<file path="src/design/exc_pkg.sv">
// Package for the exception state tracker: exception numbers, priorities, states
// Assumes one core clock and a synchronous active-high reset
package exc_pkg;
	localparam int NUM_EXC = 8;
	localparam int IDX_W = 3;
	localparam int PRIO_W = 4;
	// Exception indices
	localparam logic [IDX_W-1:0] EXC_NONE = 3'h0;
	localparam logic [IDX_W-1:0] EXC_NMI = 3'h1;
	localparam logic [IDX_W-1:0] EXC_HARD = 3'h2;
	localparam logic [IDX_W-1:0] EXC_MEM = 3'h3;
	localparam logic [IDX_W-1:0] EXC_BUS = 3'h4;
	localparam logic [IDX_W-1:0] EXC_USAGE = 3'h5;
	localparam logic [IDX_W-1:0] EXC_IRQ = 3'h6;
	localparam logic [IDX_W-1:0] EXC_SOFT = 3'h7;
	// Signed priorities: lower value is more urgent
	localparam logic signed [PRIO_W-1:0] PRIO_NMI = -4'sd2;
	localparam logic signed [PRIO_W-1:0] PRIO_HARD = -4'sd1;
	localparam logic signed [PRIO_W-1:0] PRIO_IDLE = 4'sh7;
	// Reset vector entry offset
	localparam logic [31:0] RESET_VEC_OFS = 32'h0000_0004;
	typedef enum logic [1:0] {
		CORE_RESET = 2'b00,
		CORE_FETCH = 2'b01,
		CORE_RUN = 2'b11
	} core_state_t;
endpackage

</file>
<file path="src/design/exc_unit.sv">
// Exception state tracker: pending/active bits, nesting, fixed and configurable priority
// Assumes the core presents fault causes as one-cycle pulses and ends a handler with exc_return
`timescale 1ns/1ps
`default_nettype none

// Overview of operation
// - Exception stays active until handler completes
// - Nested handlers keep both exceptions active
// - Same-source request while active sets pending
// - Reset is a special exception
// - Reset halts everything immediately
// - After reset, fetch from reset vector
// - After reset, privileged thread mode
// - NMI from peripheral or software, priority -2
// - NMI never masked, only reset preempts
// - Hard fault on escalation, priority -1
// - Protection faults when memory_protection_unit is set, and execute-never fetch abort
// - Bus errors raise bus fault
// - Fixed usage fault causes always reported
// - Unaligned and divide-by-zero only when enabled
module exc_unit
	import exc_pkg::*;
(
	input wire logic clk,
	input wire logic srst,
	input wire logic ce,
	input wire logic [31:0] vector_base,
	input wire logic nmi_periph,
	input wire logic nmi_soft,
	input wire logic irq_req,
	input wire logic soft_req,
	input wire logic signed [PRIO_W-1:0] mem_prio,
	input wire logic signed [PRIO_W-1:0] bus_prio,
	input wire logic signed [PRIO_W-1:0] usage_prio,
	input wire logic signed [PRIO_W-1:0] irq_prio,
	input wire logic signed [PRIO_W-1:0] soft_prio,
	input wire logic mem_fault_en,
	input wire logic bus_fault_en,
	input wire logic usage_fault_en,
	input wire logic protect_violation,
	input wire logic execute_never_region,
	input wire logic memory_protection_unit,
	input wire logic bus_error,
	input wire logic undef_instr,
	input wire logic illegal_unaligned,
	input wire logic invalid_state,
	input wire logic exc_return_err,
	input wire logic unaligned_access,
	input wire logic div_by_zero,
	input wire logic trap_unaligned,
	input wire logic trap_div0,
	input wire logic exc_return,
	output logic [NUM_EXC-1:0] active_r,
	output logic [NUM_EXC-1:0] pending_r,
	output logic [IDX_W-1:0] current_r,
	output logic take_exc,
	output logic [IDX_W-1:0] take_idx,
	output logic fetch_req_r,
	output logic [31:0] fetch_addr_r,
	output logic privileged_r,
	output logic handler_mode_r,
	output logic halted
);
	core_state_t state_r;
	logic [IDX_W-1:0] stack_r [NUM_EXC];
	logic [IDX_W-1:0] depth_r;
	logic [NUM_EXC-1:0] raise;
	logic [NUM_EXC-1:0] done;
	logic signed [PRIO_W-1:0] cur_prio;
	logic signed [PRIO_W-1:0] best_prio;
	logic [IDX_W-1:0] best_idx;
	logic mem_f, bus_f, use_f, escalate;

	// Configurable priorities never reach the fixed ones: a negative setting counts as zero
	function automatic logic signed [PRIO_W-1:0] cfg_prio(input logic signed [PRIO_W-1:0] p);
		if (p[PRIO_W-1]) begin
			cfg_prio = '0;
		end else begin
			cfg_prio = p;
		end
	endfunction

	// Priority of an exception index
	function automatic logic signed [PRIO_W-1:0] prio_of(input logic [IDX_W-1:0] idx,
		input logic signed [PRIO_W-1:0] pm, input logic signed [PRIO_W-1:0] pb,
		input logic signed [PRIO_W-1:0] pu, input logic signed [PRIO_W-1:0] pi,
		input logic signed [PRIO_W-1:0] ps);
		case (idx)
			EXC_NMI: prio_of = PRIO_NMI;
			EXC_HARD: prio_of = PRIO_HARD;
			EXC_MEM: prio_of = cfg_prio(pm);
			EXC_BUS: prio_of = cfg_prio(pb);
			EXC_USAGE: prio_of = cfg_prio(pu);
			EXC_IRQ: prio_of = cfg_prio(pi);
			EXC_SOFT: prio_of = cfg_prio(ps);
			default: prio_of = PRIO_IDLE;
		endcase
	endfunction

	assign halted = srst || (state_r == CORE_RESET);

	// Fault classification
	always_comb begin
		mem_f = (protect_violation && memory_protection_unit) || execute_never_region;
		bus_f = bus_error;
		use_f = undef_instr || illegal_unaligned || invalid_state || exc_return_err
			|| (unaligned_access && trap_unaligned) || (div_by_zero && trap_div0);
		// unmanageable fault escalates to hard fault
		escalate = (mem_f && (!mem_fault_en || prio_of(EXC_MEM, mem_prio, bus_prio, usage_prio, irq_prio,
			soft_prio) >= cur_prio)) || (bus_f && (!bus_fault_en || cfg_prio(bus_prio) >= cur_prio))
			|| (use_f && (!usage_fault_en || cfg_prio(usage_prio) >= cur_prio)) || (exc_return && depth_r == '0);
		raise = '0;
		raise[EXC_NMI] = nmi_periph || nmi_soft;
		raise[EXC_HARD] = escalate;
		raise[EXC_MEM] = mem_f && !escalate;
		raise[EXC_BUS] = bus_f && !escalate;
		raise[EXC_USAGE] = use_f && !escalate;
		raise[EXC_IRQ] = irq_req;
		raise[EXC_SOFT] = soft_req;
	end

	// Current execution priority
	assign cur_prio = (depth_r == '0) ? PRIO_IDLE
		: prio_of(current_r, mem_prio, bus_prio, usage_prio, irq_prio, soft_prio);

	// lowest priority value wins; ties to lowest index
	always_comb begin
		best_prio = PRIO_IDLE;
		best_idx = EXC_NONE;
		for (int i = 1; i < NUM_EXC; i++) begin
			if (pending_r[i] && prio_of(IDX_W'(i), mem_prio, bus_prio, usage_prio, irq_prio, soft_prio)
				< best_prio) begin
				best_prio = prio_of(IDX_W'(i), mem_prio, bus_prio, usage_prio, irq_prio, soft_prio);
				best_idx = IDX_W'(i);
			end
		end
	end

	// NMI can preempt any handler but its own since nothing else reaches -2
	assign take_exc = (state_r == CORE_RUN) && !srst && ce && (best_idx != EXC_NONE) && (best_prio < cur_prio);
	assign take_idx = best_idx;

	// Completion of the innermost handler
	always_comb begin
		done = '0;
		if (state_r == CORE_RUN && exc_return && depth_r != '0) begin
			done[current_r] = 1'b1;
		end
	end

	// Pending bits: arrival wins over the clear at entry
	always_ff @(posedge clk) begin
		if (srst) begin
			pending_r <= '0;
		end else if (ce && state_r == CORE_RUN) begin
			for (int i = 1; i < NUM_EXC; i++) begin
				// same source while active stays pending
				if (raise[i]) begin
					pending_r[i] <= 1'b1;
				end else if (take_exc && take_idx == IDX_W'(i)) begin
					pending_r[i] <= 1'b0;
				end
			end
		end
	end

	// Active bits and nesting stack
	always_ff @(posedge clk) begin
		if (srst) begin
			active_r <= '0;
			depth_r <= '0;
			current_r <= EXC_NONE;
			for (int i = 0; i < NUM_EXC; i++) begin
				stack_r[i] <= EXC_NONE;
			end
		end else if (ce) begin
			if (take_exc) begin
				active_r[take_idx] <= 1'b1;
				stack_r[depth_r] <= current_r;
				depth_r <= depth_r + 3'h1;
				current_r <= take_idx;
			end else if (|done) begin
				active_r <= active_r & ~done;
				depth_r <= depth_r - 3'h1;
				current_r <= stack_r[depth_r - 3'h1];
			end
		end
	end

	// reset sequence as a special exception
	always_ff @(posedge clk) begin
		if (srst) begin
			state_r <= CORE_RESET;
			fetch_req_r <= 1'b0;
			fetch_addr_r <= 32'h0000_0000;
		end else if (ce) begin
			fetch_req_r <= 1'b0;
			case (state_r)
				CORE_RESET: begin
					fetch_req_r <= 1'b1;
					fetch_addr_r <= vector_base + RESET_VEC_OFS;
					state_r <= CORE_FETCH;
				end
				CORE_FETCH: state_r <= CORE_RUN;
				CORE_RUN: state_r <= CORE_RUN;
				default: state_r <= CORE_RESET;
			endcase
		end
	end

	always_ff @(posedge clk) begin
		if (srst) begin
			privileged_r <= 1'b1;
			handler_mode_r <= 1'b0;
		end else if (ce) begin
			if (take_exc) begin
				handler_mode_r <= 1'b1;
			end else if (|done && depth_r == 3'h1) begin
				handler_mode_r <= 1'b0;
			end
		end
	end

	// Assertions
	a_reset_thread: assert property (@(posedge clk) srst |=> privileged_r && !handler_mode_r && active_r == '0)
		else $error("reset did not enter privileged thread");
	a_reset_vector: assert property (@(posedge clk) disable iff (srst) $rose(fetch_req_r)
		|-> fetch_addr_r == $past(vector_base) + RESET_VEC_OFS)
		else $error("reset fetch address wrong");
	a_halt_reset: assert property (@(posedge clk) srst |-> halted && !take_exc)
		else $error("not halted in reset");
	a_take_active: assert property (@(posedge clk) disable iff (srst) take_exc |=> active_r[$past(take_idx)])
		else $error("taken exception not active");
	a_nest_both: assert property (@(posedge clk) disable iff (srst) take_exc && depth_r != '0 && ce
		|=> active_r[$past(current_r)] && active_r[current_r])
		else $error("nesting lost active state");
	a_same_pend: assert property (@(posedge clk) disable iff (srst) ce && state_r == CORE_RUN && raise[EXC_IRQ]
		&& active_r[EXC_IRQ] |=> pending_r[EXC_IRQ] && active_r[EXC_IRQ])
		else $error("active and pending not held");
	a_nmi_first: assert property (@(posedge clk) disable iff (srst) take_exc && pending_r[EXC_NMI]
		|-> take_idx == EXC_NMI)
		else $error("nmi not taken first");
	a_nmi_raise: assert property (@(posedge clk) disable iff (srst) ce && state_r == CORE_RUN
		&& (nmi_periph || nmi_soft) |=> pending_r[EXC_NMI] || active_r[EXC_NMI])
		else $error("nmi request lost");
	a_hard_before: assert property (@(posedge clk) disable iff (srst) take_exc && pending_r[EXC_HARD]
		&& !pending_r[EXC_NMI] |-> take_idx == EXC_HARD)
		else $error("hard fault not prioritised");
	a_xn_fault: assert property (@(posedge clk) disable iff (srst) execute_never_region |-> raise[EXC_MEM]
		|| raise[EXC_HARD])
		else $error("execute-never fetch not faulted");
	a_bus_fault: assert property (@(posedge clk) disable iff (srst) bus_error |-> raise[EXC_BUS] || raise[EXC_HARD])
		else $error("bus error not faulted");
	a_usage_fix: assert property (@(posedge clk) disable iff (srst) undef_instr |-> raise[EXC_USAGE]
		|| raise[EXC_HARD])
		else $error("undefined instruction not faulted");
	a_usage_cfg: assert property (@(posedge clk) disable iff (srst) div_by_zero && !trap_div0 && !undef_instr
		&& !illegal_unaligned && !invalid_state && !exc_return_err && !(unaligned_access && trap_unaligned)
		&& !(exc_return && depth_r == '0) |-> !use_f)
		else $error("untrapped divide faulted");
	a_prio_order: assert property (@(posedge clk) disable iff (srst) take_exc |-> best_prio
		<= prio_of(EXC_SOFT, mem_prio, bus_prio, usage_prio, irq_prio, soft_prio) || !pending_r[EXC_SOFT])
		else $error("lower priority taken first");
	// Reset clears the exception state and stops the vector fetch
	a_reset_clear: assert property (@(posedge clk) srst
		|=> pending_r == '0 && depth_r == '0 && !fetch_req_r && current_r == EXC_NONE)
		else $error("reset left exception state behind");
	// Reset release: first edge still halted, vector fetch follows
	a_halt_release: assert property (@(posedge clk) $fell(srst) |-> halted)
		else $error("not halted on reset release");
	a_fetch_release: assert property (@(posedge clk) $fell(srst) && ce |=> fetch_req_r)
		else $error("no vector fetch after reset");
	// Thread mode whenever no handler is nested
	a_thread_idle: assert property (@(posedge clk) disable iff (srst) depth_r == '0 |-> !handler_mode_r)
		else $error("handler mode with no active handler");
	// Active bit of a running handler drops only by its own return
	a_active_hold: assert property (@(posedge clk) disable iff (srst) active_r[EXC_IRQ]
		&& !(exc_return && current_r == EXC_IRQ) |=> active_r[EXC_IRQ])
		else $error("active state lost before return");
	// Fixed-priority handlers are preempted only by something more urgent
	a_nmi_held: assert property (@(posedge clk) disable iff (srst) depth_r != '0 && current_r == EXC_NMI
		|-> !take_exc)
		else $error("nmi handler preempted");
	a_hard_held: assert property (@(posedge clk) disable iff (srst) depth_r != '0 && current_r == EXC_HARD
		&& pending_r[EXC_IRQ] |-> !(take_exc && take_idx == EXC_IRQ))
		else $error("hard fault preempted by configurable exception");
	// Of two pending configurable requests the more urgent goes first
	a_prio_best: assert property (@(posedge clk) disable iff (srst) take_exc && pending_r[EXC_SOFT] && pending_r[EXC_IRQ]
		&& cfg_prio(soft_prio) < cfg_prio(irq_prio) |-> take_idx != EXC_IRQ)
		else $error("less urgent request taken first");
	c_nest: cover property (@(posedge clk) take_exc && depth_r != '0);
	c_nmi: cover property (@(posedge clk) take_exc && take_idx == EXC_NMI);
	c_act_pend: cover property (@(posedge clk) active_r[EXC_IRQ] && pending_r[EXC_IRQ]);
	c_hard: cover property (@(posedge clk) take_exc && take_idx == EXC_HARD);
	c_reset_fetch: cover property (@(posedge clk) fetch_req_r);
endmodule

`default_nettype wire

</file>
<file path="config.mk">
export PLATFORM = sky130hd
export DESIGN_NAME = exc_unit
export DESIGN_NICKNAME = d
export VERILOG_FILES = /design/src/design/exc_pkg.sv /design/src/design/exc_unit.sv
export SDC_FILE = /design/constraint.sdc
export NUM_CORES = 1
export LEC_CHECK = 0
export ABC_CLOCK_PERIOD_IN_PS = 15400
export BUFFER_PORTS_ARGS = -buffer_cell sky130_fd_sc_hd__buf_2
export CAP_MARGIN = 20
export CORE_UTILIZATION = 39
export CTS_CLUSTER_DIAMETER = 150
export CTS_CLUSTER_SIZE = 28
export DETAILED_ROUTE_END_ITERATION = 12
export GPL_ROUTABILITY_DRIVEN = 0
export PLACE_DENSITY_LB_ADDON = 0.05
export SETUP_SLACK_MARGIN = 0.2
export SYNTH_ARGS = -nofsm -noshare
export SYNTH_HDL_FRONTEND = slang
export SYNTH_SLANG_ARGS = --single-unit
</file>
<file path="constraint.sdc">
create_clock -name clk -period 15.4 [get_ports clk]
set_input_delay 3.08 -clock clk [delete_from_list [all_inputs] [get_ports clk]]
set_output_delay 3.08 -clock clk [all_outputs]
set_load 0.02 [all_outputs]
</file>
### Word-level counts from Yosys, hierarchy flattened

Memories as Yosys holds them, arrays and structs flattened.
Cells that the tools add are included.

* multiply operators: 0
* shifts and indexed selects: 0
* muxes and demuxes: 59
* divide/modulo/power cells: 0
* bitwise logic cells: 3
* equality and inequality tests: 17
* $lt $le $gt $ge: 14
* $add $sub $neg: 3
* reduce and logical (&&, ||, !) cells: 78

Operators by type and width (count)
* 3-bit two-way mux: 17
* 1-bit logical AND: 33
* 32-bit by 3-bit adder with 32-bit output, second input constant: 1
* 4-bit two-way mux: 8
* 4-bit one-hot mux with 7 select lines: 1
* 1-bit two-way mux: 27
* 3-bit == test, second input constant: 8
* 4-bit < comparator: 6
* 8-bit two-way mux: 3
* 2-bit AND reduction: 10
* 2-bit nonzero test: 9
* 1-bit logical OR: 14
* 3-bit by 2-bit == test with 1-bit output, second input constant: 4
* 4-bit greater-or-equal comparator: 3
* 3-bit by 1-bit == test with 1-bit output, second input constant: 3
* 8-bit bitwise AND: 1
* 3-bit by 4-bit < comparator with 1-bit output, second input constant: 2
* 8-bit NOT: 1
* 8-bit bitwise OR: 1
* 8-bit OR reduction: 1
* 1-bit demux with 3-bit select: 2
* 3-bit by 1-bit greater-or-equal comparator with 1-bit output, second input constant: 2
* 3-bit nonzero test: 2
* 1-bit zero test: 5
* 10 further kinds: 10

* memories: 1
* memory bits (read-only): 0
* latch bits: 0
* flip-flop bits (word level): 57
* RAM bits: 24
* logic and storage cells: 189
* output and inout bits: 59
* bits of input ports: 75

Memory list
* stack_r: words 8, bits a word 3, rd ports 1, clocked after memory_dff 0, write ports 8, line exc_unit.sv:65 `logic [IDX_W-1:0] stack_r [NUM_EXC];`

### Depth between registers and ports, before layout

* word-level depth: 28
* depth in mapped cells: 38
* depth with buffers taken out: 35

### Worst setup path after synthesis

No wires, ideal clock.

* kind: input -> output
* from: in bus_prio[1]
* to: out take_exc
* path slack: 2.414 ns
* required time: 12.320 ns
* arrival time: 9.906 ns
* stages: 33
* path buffers: 3
* cell sequence: nor2b_1 clkbuf_1 nand3_1 a31o_2 o21ai_0 mux2i_1 ha_1 nor3b_1 and2_1 a32o_1 mux2_2 ha_1 nor3b_1 nand2_1 a21o_1 a31o_2 mux2_2 ha_1 nand3b_1 nand2b_1 and2_1 a32oi_1 buf_2 o21ai_0 ha_1 or3b_2 or2_2 a41oi_1 o21ai_0 a41oi_4 nand2_4 inv_2 buf_4

* cells in the longest elaborated chain, start to end: 16
* elaborated cells between the ends (all ways): 23
* classes of those cells: 5 x order compare; 11 x mux; 7 x reduce/logical

Ends and longest elaborated chain
* start: declaration: line exc_unit.sv:33 `input wire logic signed [PRIO_W-1:0] bus_prio,`
* 3-bit two-way mux *: line exc_unit.sv:76 `if (p[PRIO_W-1]) begin`
* branches (longest 14 deep; another with 4-bit < comparator)
* 1-bit logical AND *: line exc_unit.sv:140 `assign take_exc = (state_r == CORE_RUN) && !srst && ce && (best_idx != EXC_NONE) && (best_prio < cur_prio);`
* end: declaration: line exc_unit.sv:56 `output logic take_exc,`

Mark *: on every way between the ends.

### Worst setup path after layout

* from: in bus_prio[3]
* to: out take_exc

The elaborated chain is that of the path after synthesis.

==> results by group <==
Outcome
  • Status: complete, no violations

Timing
  • Setup violators final: 0
  • Setup_tns: 0 ns
  • Fin crit period: 14.67 ns
  • Max Clock Freq: 68.2 MHz
  • Max Slew Vio Count: 0
  • RSZ-0062 raised after global routing: no
  • Slew headroom: 30.2%
  • Tcrit/Tclk final: 95.3%
  • Worst-margin pin slew: 1.05 ns
  • Final hold viol count: 0
  • Clk_skew: 0.0101 ns
  • Final hold slack: 0.438 ns

Detailed routing
  • Vias per cell: 5.63
  • Via count: 4977
  • 1st-pass router iterations: 5
  • DRT Wirelength: 15600 um
  • DRC viols: 0
  • Antenna Nets Post-Route: 0
  • Iteration-0 DRC Markers: 336
  • Post-DR wirelength/cell: 17.6 um

Pwr
  • Total Power: 531 uW
  • VDD IR max: 0.0549 mV
  • Pwr dens: 82.9 nW/um2
  • Leakage: 2.58 nW

Critical path
  • CP Data Required Time: 12.32 ns
  • Crit path capture: take_exc
  • CP startpoint kind: primary input
  • R2r endpoint: stack_r[3][0]$_SDFFCE_PN0P_
  • Crit path DAT: 11.59 ns
  • Critical Path Most Common Cell: ha_1
  • Worst setup path class: primary input to primary output
  • Worst-case reg-to-reg path depth: 33
  • Max incr delay on CP: 0.53 ns
  • Worst-path maximum fanout: 19
  • Worst r2r src: pending_r[1]$_SDFFE_PP0P_
  • CP Capture Type: primary output
  • Worst setup path startpoint: bus_prio[3]
  • Reg2reg setup slack: 5.93 ns
  • Slowest-stage cell, CP: o21ai_0

Final layout
  • Register area: 1860 um2
  • # fillers: 1327
  • Layout cell share with drive strength beyond 1: 28.5%
  • Final cell utilization of the core: 48.2%
  • Antenna diodes: 0
  • Area Growth Syn to Fin: 20.5%
  • Multi-input combinational cell area: 3200 um2
  • Final #Nets: 801
  • Design area: 6410 um2

Synth
  • Post-synth top area share: 21.4%
  • Complex-gate fraction of the synthesized area: 20.3%
  • Synth area leader: dfxtp_1
  • Syn nets: 687
  • Most used DFF post-synth: dfxtp_1
  • Top cells by area, synth: dfxtp_1 (21%), edfxtp_1 (14%), ha_1 (5.4%)
  • Mean cell area of the mapped netlist: 9.03 um2
  • Share of flip-flops with an asynchronous set or reset: 0%
  • Sequential share of the synthesized area: 35.0%
  • Seq cells post-synth: 81
  • Post-Syn Area: 5320 um2
  • Most frequent cell after synthesis: dfxtp_1
  • Largest family of logic cells by synthesized area: simple AND/OR/NAND/NOR gates
  • Post-synth top cells: dfxtp_1 (57), nor2_1 (54), nand2_1 (39), o21ai_0 (33), a211oi_1 (27)
  • Post-synth EDFFs: 24
  • Post-synthesis xor/xnor area fraction: 4.44%
  • Yosys warning count: 0
  • Post-Syn Instances: 589
  • Synth Area in Simple Gates: 24.7%
  • Multiplexer share of the synthesized area: 4.87%
  • Netlist cell types: 82
  • Area share of fa/ha/maj cells after synthesis: 5.41%

Floorplan
  • Die width: 119 um
  • Std-Cell Rows: 42
  • Starting density of the core: 40.0%
  • Core Region: 13300 um2
  • Die area: 14100 um2
  • I/O Pins: 134
  • Die Ht: 119 um

Clocking
  • CTS tree: yes
  • CTS Buf Count: 9
  • Depth of the CTS H-tree: 3
  • # resized after CTS: 0
  • CTS Sinks: 81
  • Max clock buf depth: 2
  • CTS clk-pin slew, worst paths: 0.06 ns
  • Post-CTS Setup Repair Bufs: 0
  • Root buf cell: clkbuf_16
  • Post-CTS Hold Buffers: 0
  • Worst skew pair latency: 0.35 ns

Placement
  • Area post-placement: 6090 um2
  • Port-buffer cells: 131
  • HPWL after DPL: 11600 um

Global route
  • Vias in the first global route: 4723
  • Initial antenna violation count: 0
  • Largest net degree at the start of global routing: 63
  • First-pass GRT wire length: 24600 um
  • Grt ovf: 0
  • Total GRT Usage: 22.5%

Hold path
  • Tightest Hold Check Type: flop to flop

Flow run
  • Max cap viols: 0
-- metrics by stage --
stage          std cells  worst slack, ns
4_1_cts              884            0.684
3_3_place_gp         868             1.22
3_5_place_dp         868            0.703
5_1_grt              884            0.301
2_1_floorplan        589             2.41
6_report             884            0.731
-- layout by cell type (no fill, tap or decap), drive strengths merged, types with 22 or more instances in the layout --
master | netlist | final
buf | 11 | 138
ha | 23 | 23
edfxtp | 24 | 24
o21ai | 34 | 34
a21oi | 25 | 25
nor2 | 55 | 55
a211oi | 28 | 28
nand3 | 24 | 24
dfxtp | 57 | 57
nand2 | 40 | 40
xor2 | 22 | 22
inv | 25 | 25
-- flip-flops by register name, summed over array words and instances (netlist names) --
register        cells
fetch_addr_r       32
stack_r            24
active_r            8
pending_r           7
current_r           3
depth_r             3
state_r             2
fetch_req_r         1
handler_mode_r      1
-- cell families after synthesis --
| logic type | Yosys count |
|---|---|
| flops | 81 |
| fa+ha+maj | 23 |
| compound gates | 143 |
| simple gates | 232 |
| buf+inv | 63 |
| xor+xnor | 27 |
| other cells | 2 |
| mux | 18 |
-- metal layers --
| layer | global-route usage (%) | routed length, um | vias to the layer above |
|---|---|---|---|
| met2 | 35.5 | 7080 | 181 |
| li1 | - | - | 2433 |
| met3 | 5.27 | 1140 | 16 |
| met4 | 7.99 | 223 | 0 |
| met5 | 0 | 0 | - |
| met1 | 29.9 | 7130 | 2347 |
-- final cells by class --
| type | instances | area share, % |
|---|---|---|
| clock inverters | 5 | 0.995 |
| inverters | 28 | 1.64 |
| repair buffers | 138 | 11.0 |
| well taps | 176 | 3.43 |
| clock buffers | 11 | 3.94 |
| flip-flops and latches | 81 | 29.0 |
| multi-input cells | 445 | 49.9 |
-- power by group --
group | leakage, nW | total [mW] | switching [mW] | internal, mW
Combinational | 1.71 | 0.0718 | 0.0444 | 0.0274
Sequential | 0.713 | 0.235 | 0.00512 | 0.229
Clock | 0.152 | 0.225 | 0.0897 | 0.135
Total | 2.58 | 0.531 | 0.139 | 0.392
-- worst max-delay path, delay by kind of cell --
| kind | cells | cell delay, ns |
|---|---|---|
| and+or+nand+nor | 12 | 3.13 |
| AOI/OAI and AO/OA | 10 | 2.82 |
| muxes | 3 | 0.92 |
| adders and majority gates | 4 | 0.81 |
| buffers and inverters | 4 | 0.78 |
-- worst min path at each step --
stage                             startpoint                        to  slack [ns]  cells after the start
global placement    active_r[0]$_SDFFE_PP0P_  active_r[0]$_SDFFE_PP0P_        0.43                      2
finish              active_r[0]$_SDFFE_PP0P_  active_r[0]$_SDFFE_PP0P_        0.44                      2
CTS                 active_r[0]$_SDFFE_PP0P_  active_r[0]$_SDFFE_PP0P_        0.44                      2
detailed placement  active_r[0]$_SDFFE_PP0P_  active_r[0]$_SDFFE_PP0P_        0.43                      2
global route        active_r[0]$_SDFFE_PP0P_  active_r[0]$_SDFFE_PP0P_        0.46                      2
floorplan           active_r[0]$_SDFFE_PP0P_  active_r[0]$_SDFFE_PP0P_        0.51                      2
Power figures use the tool's default switching activity.
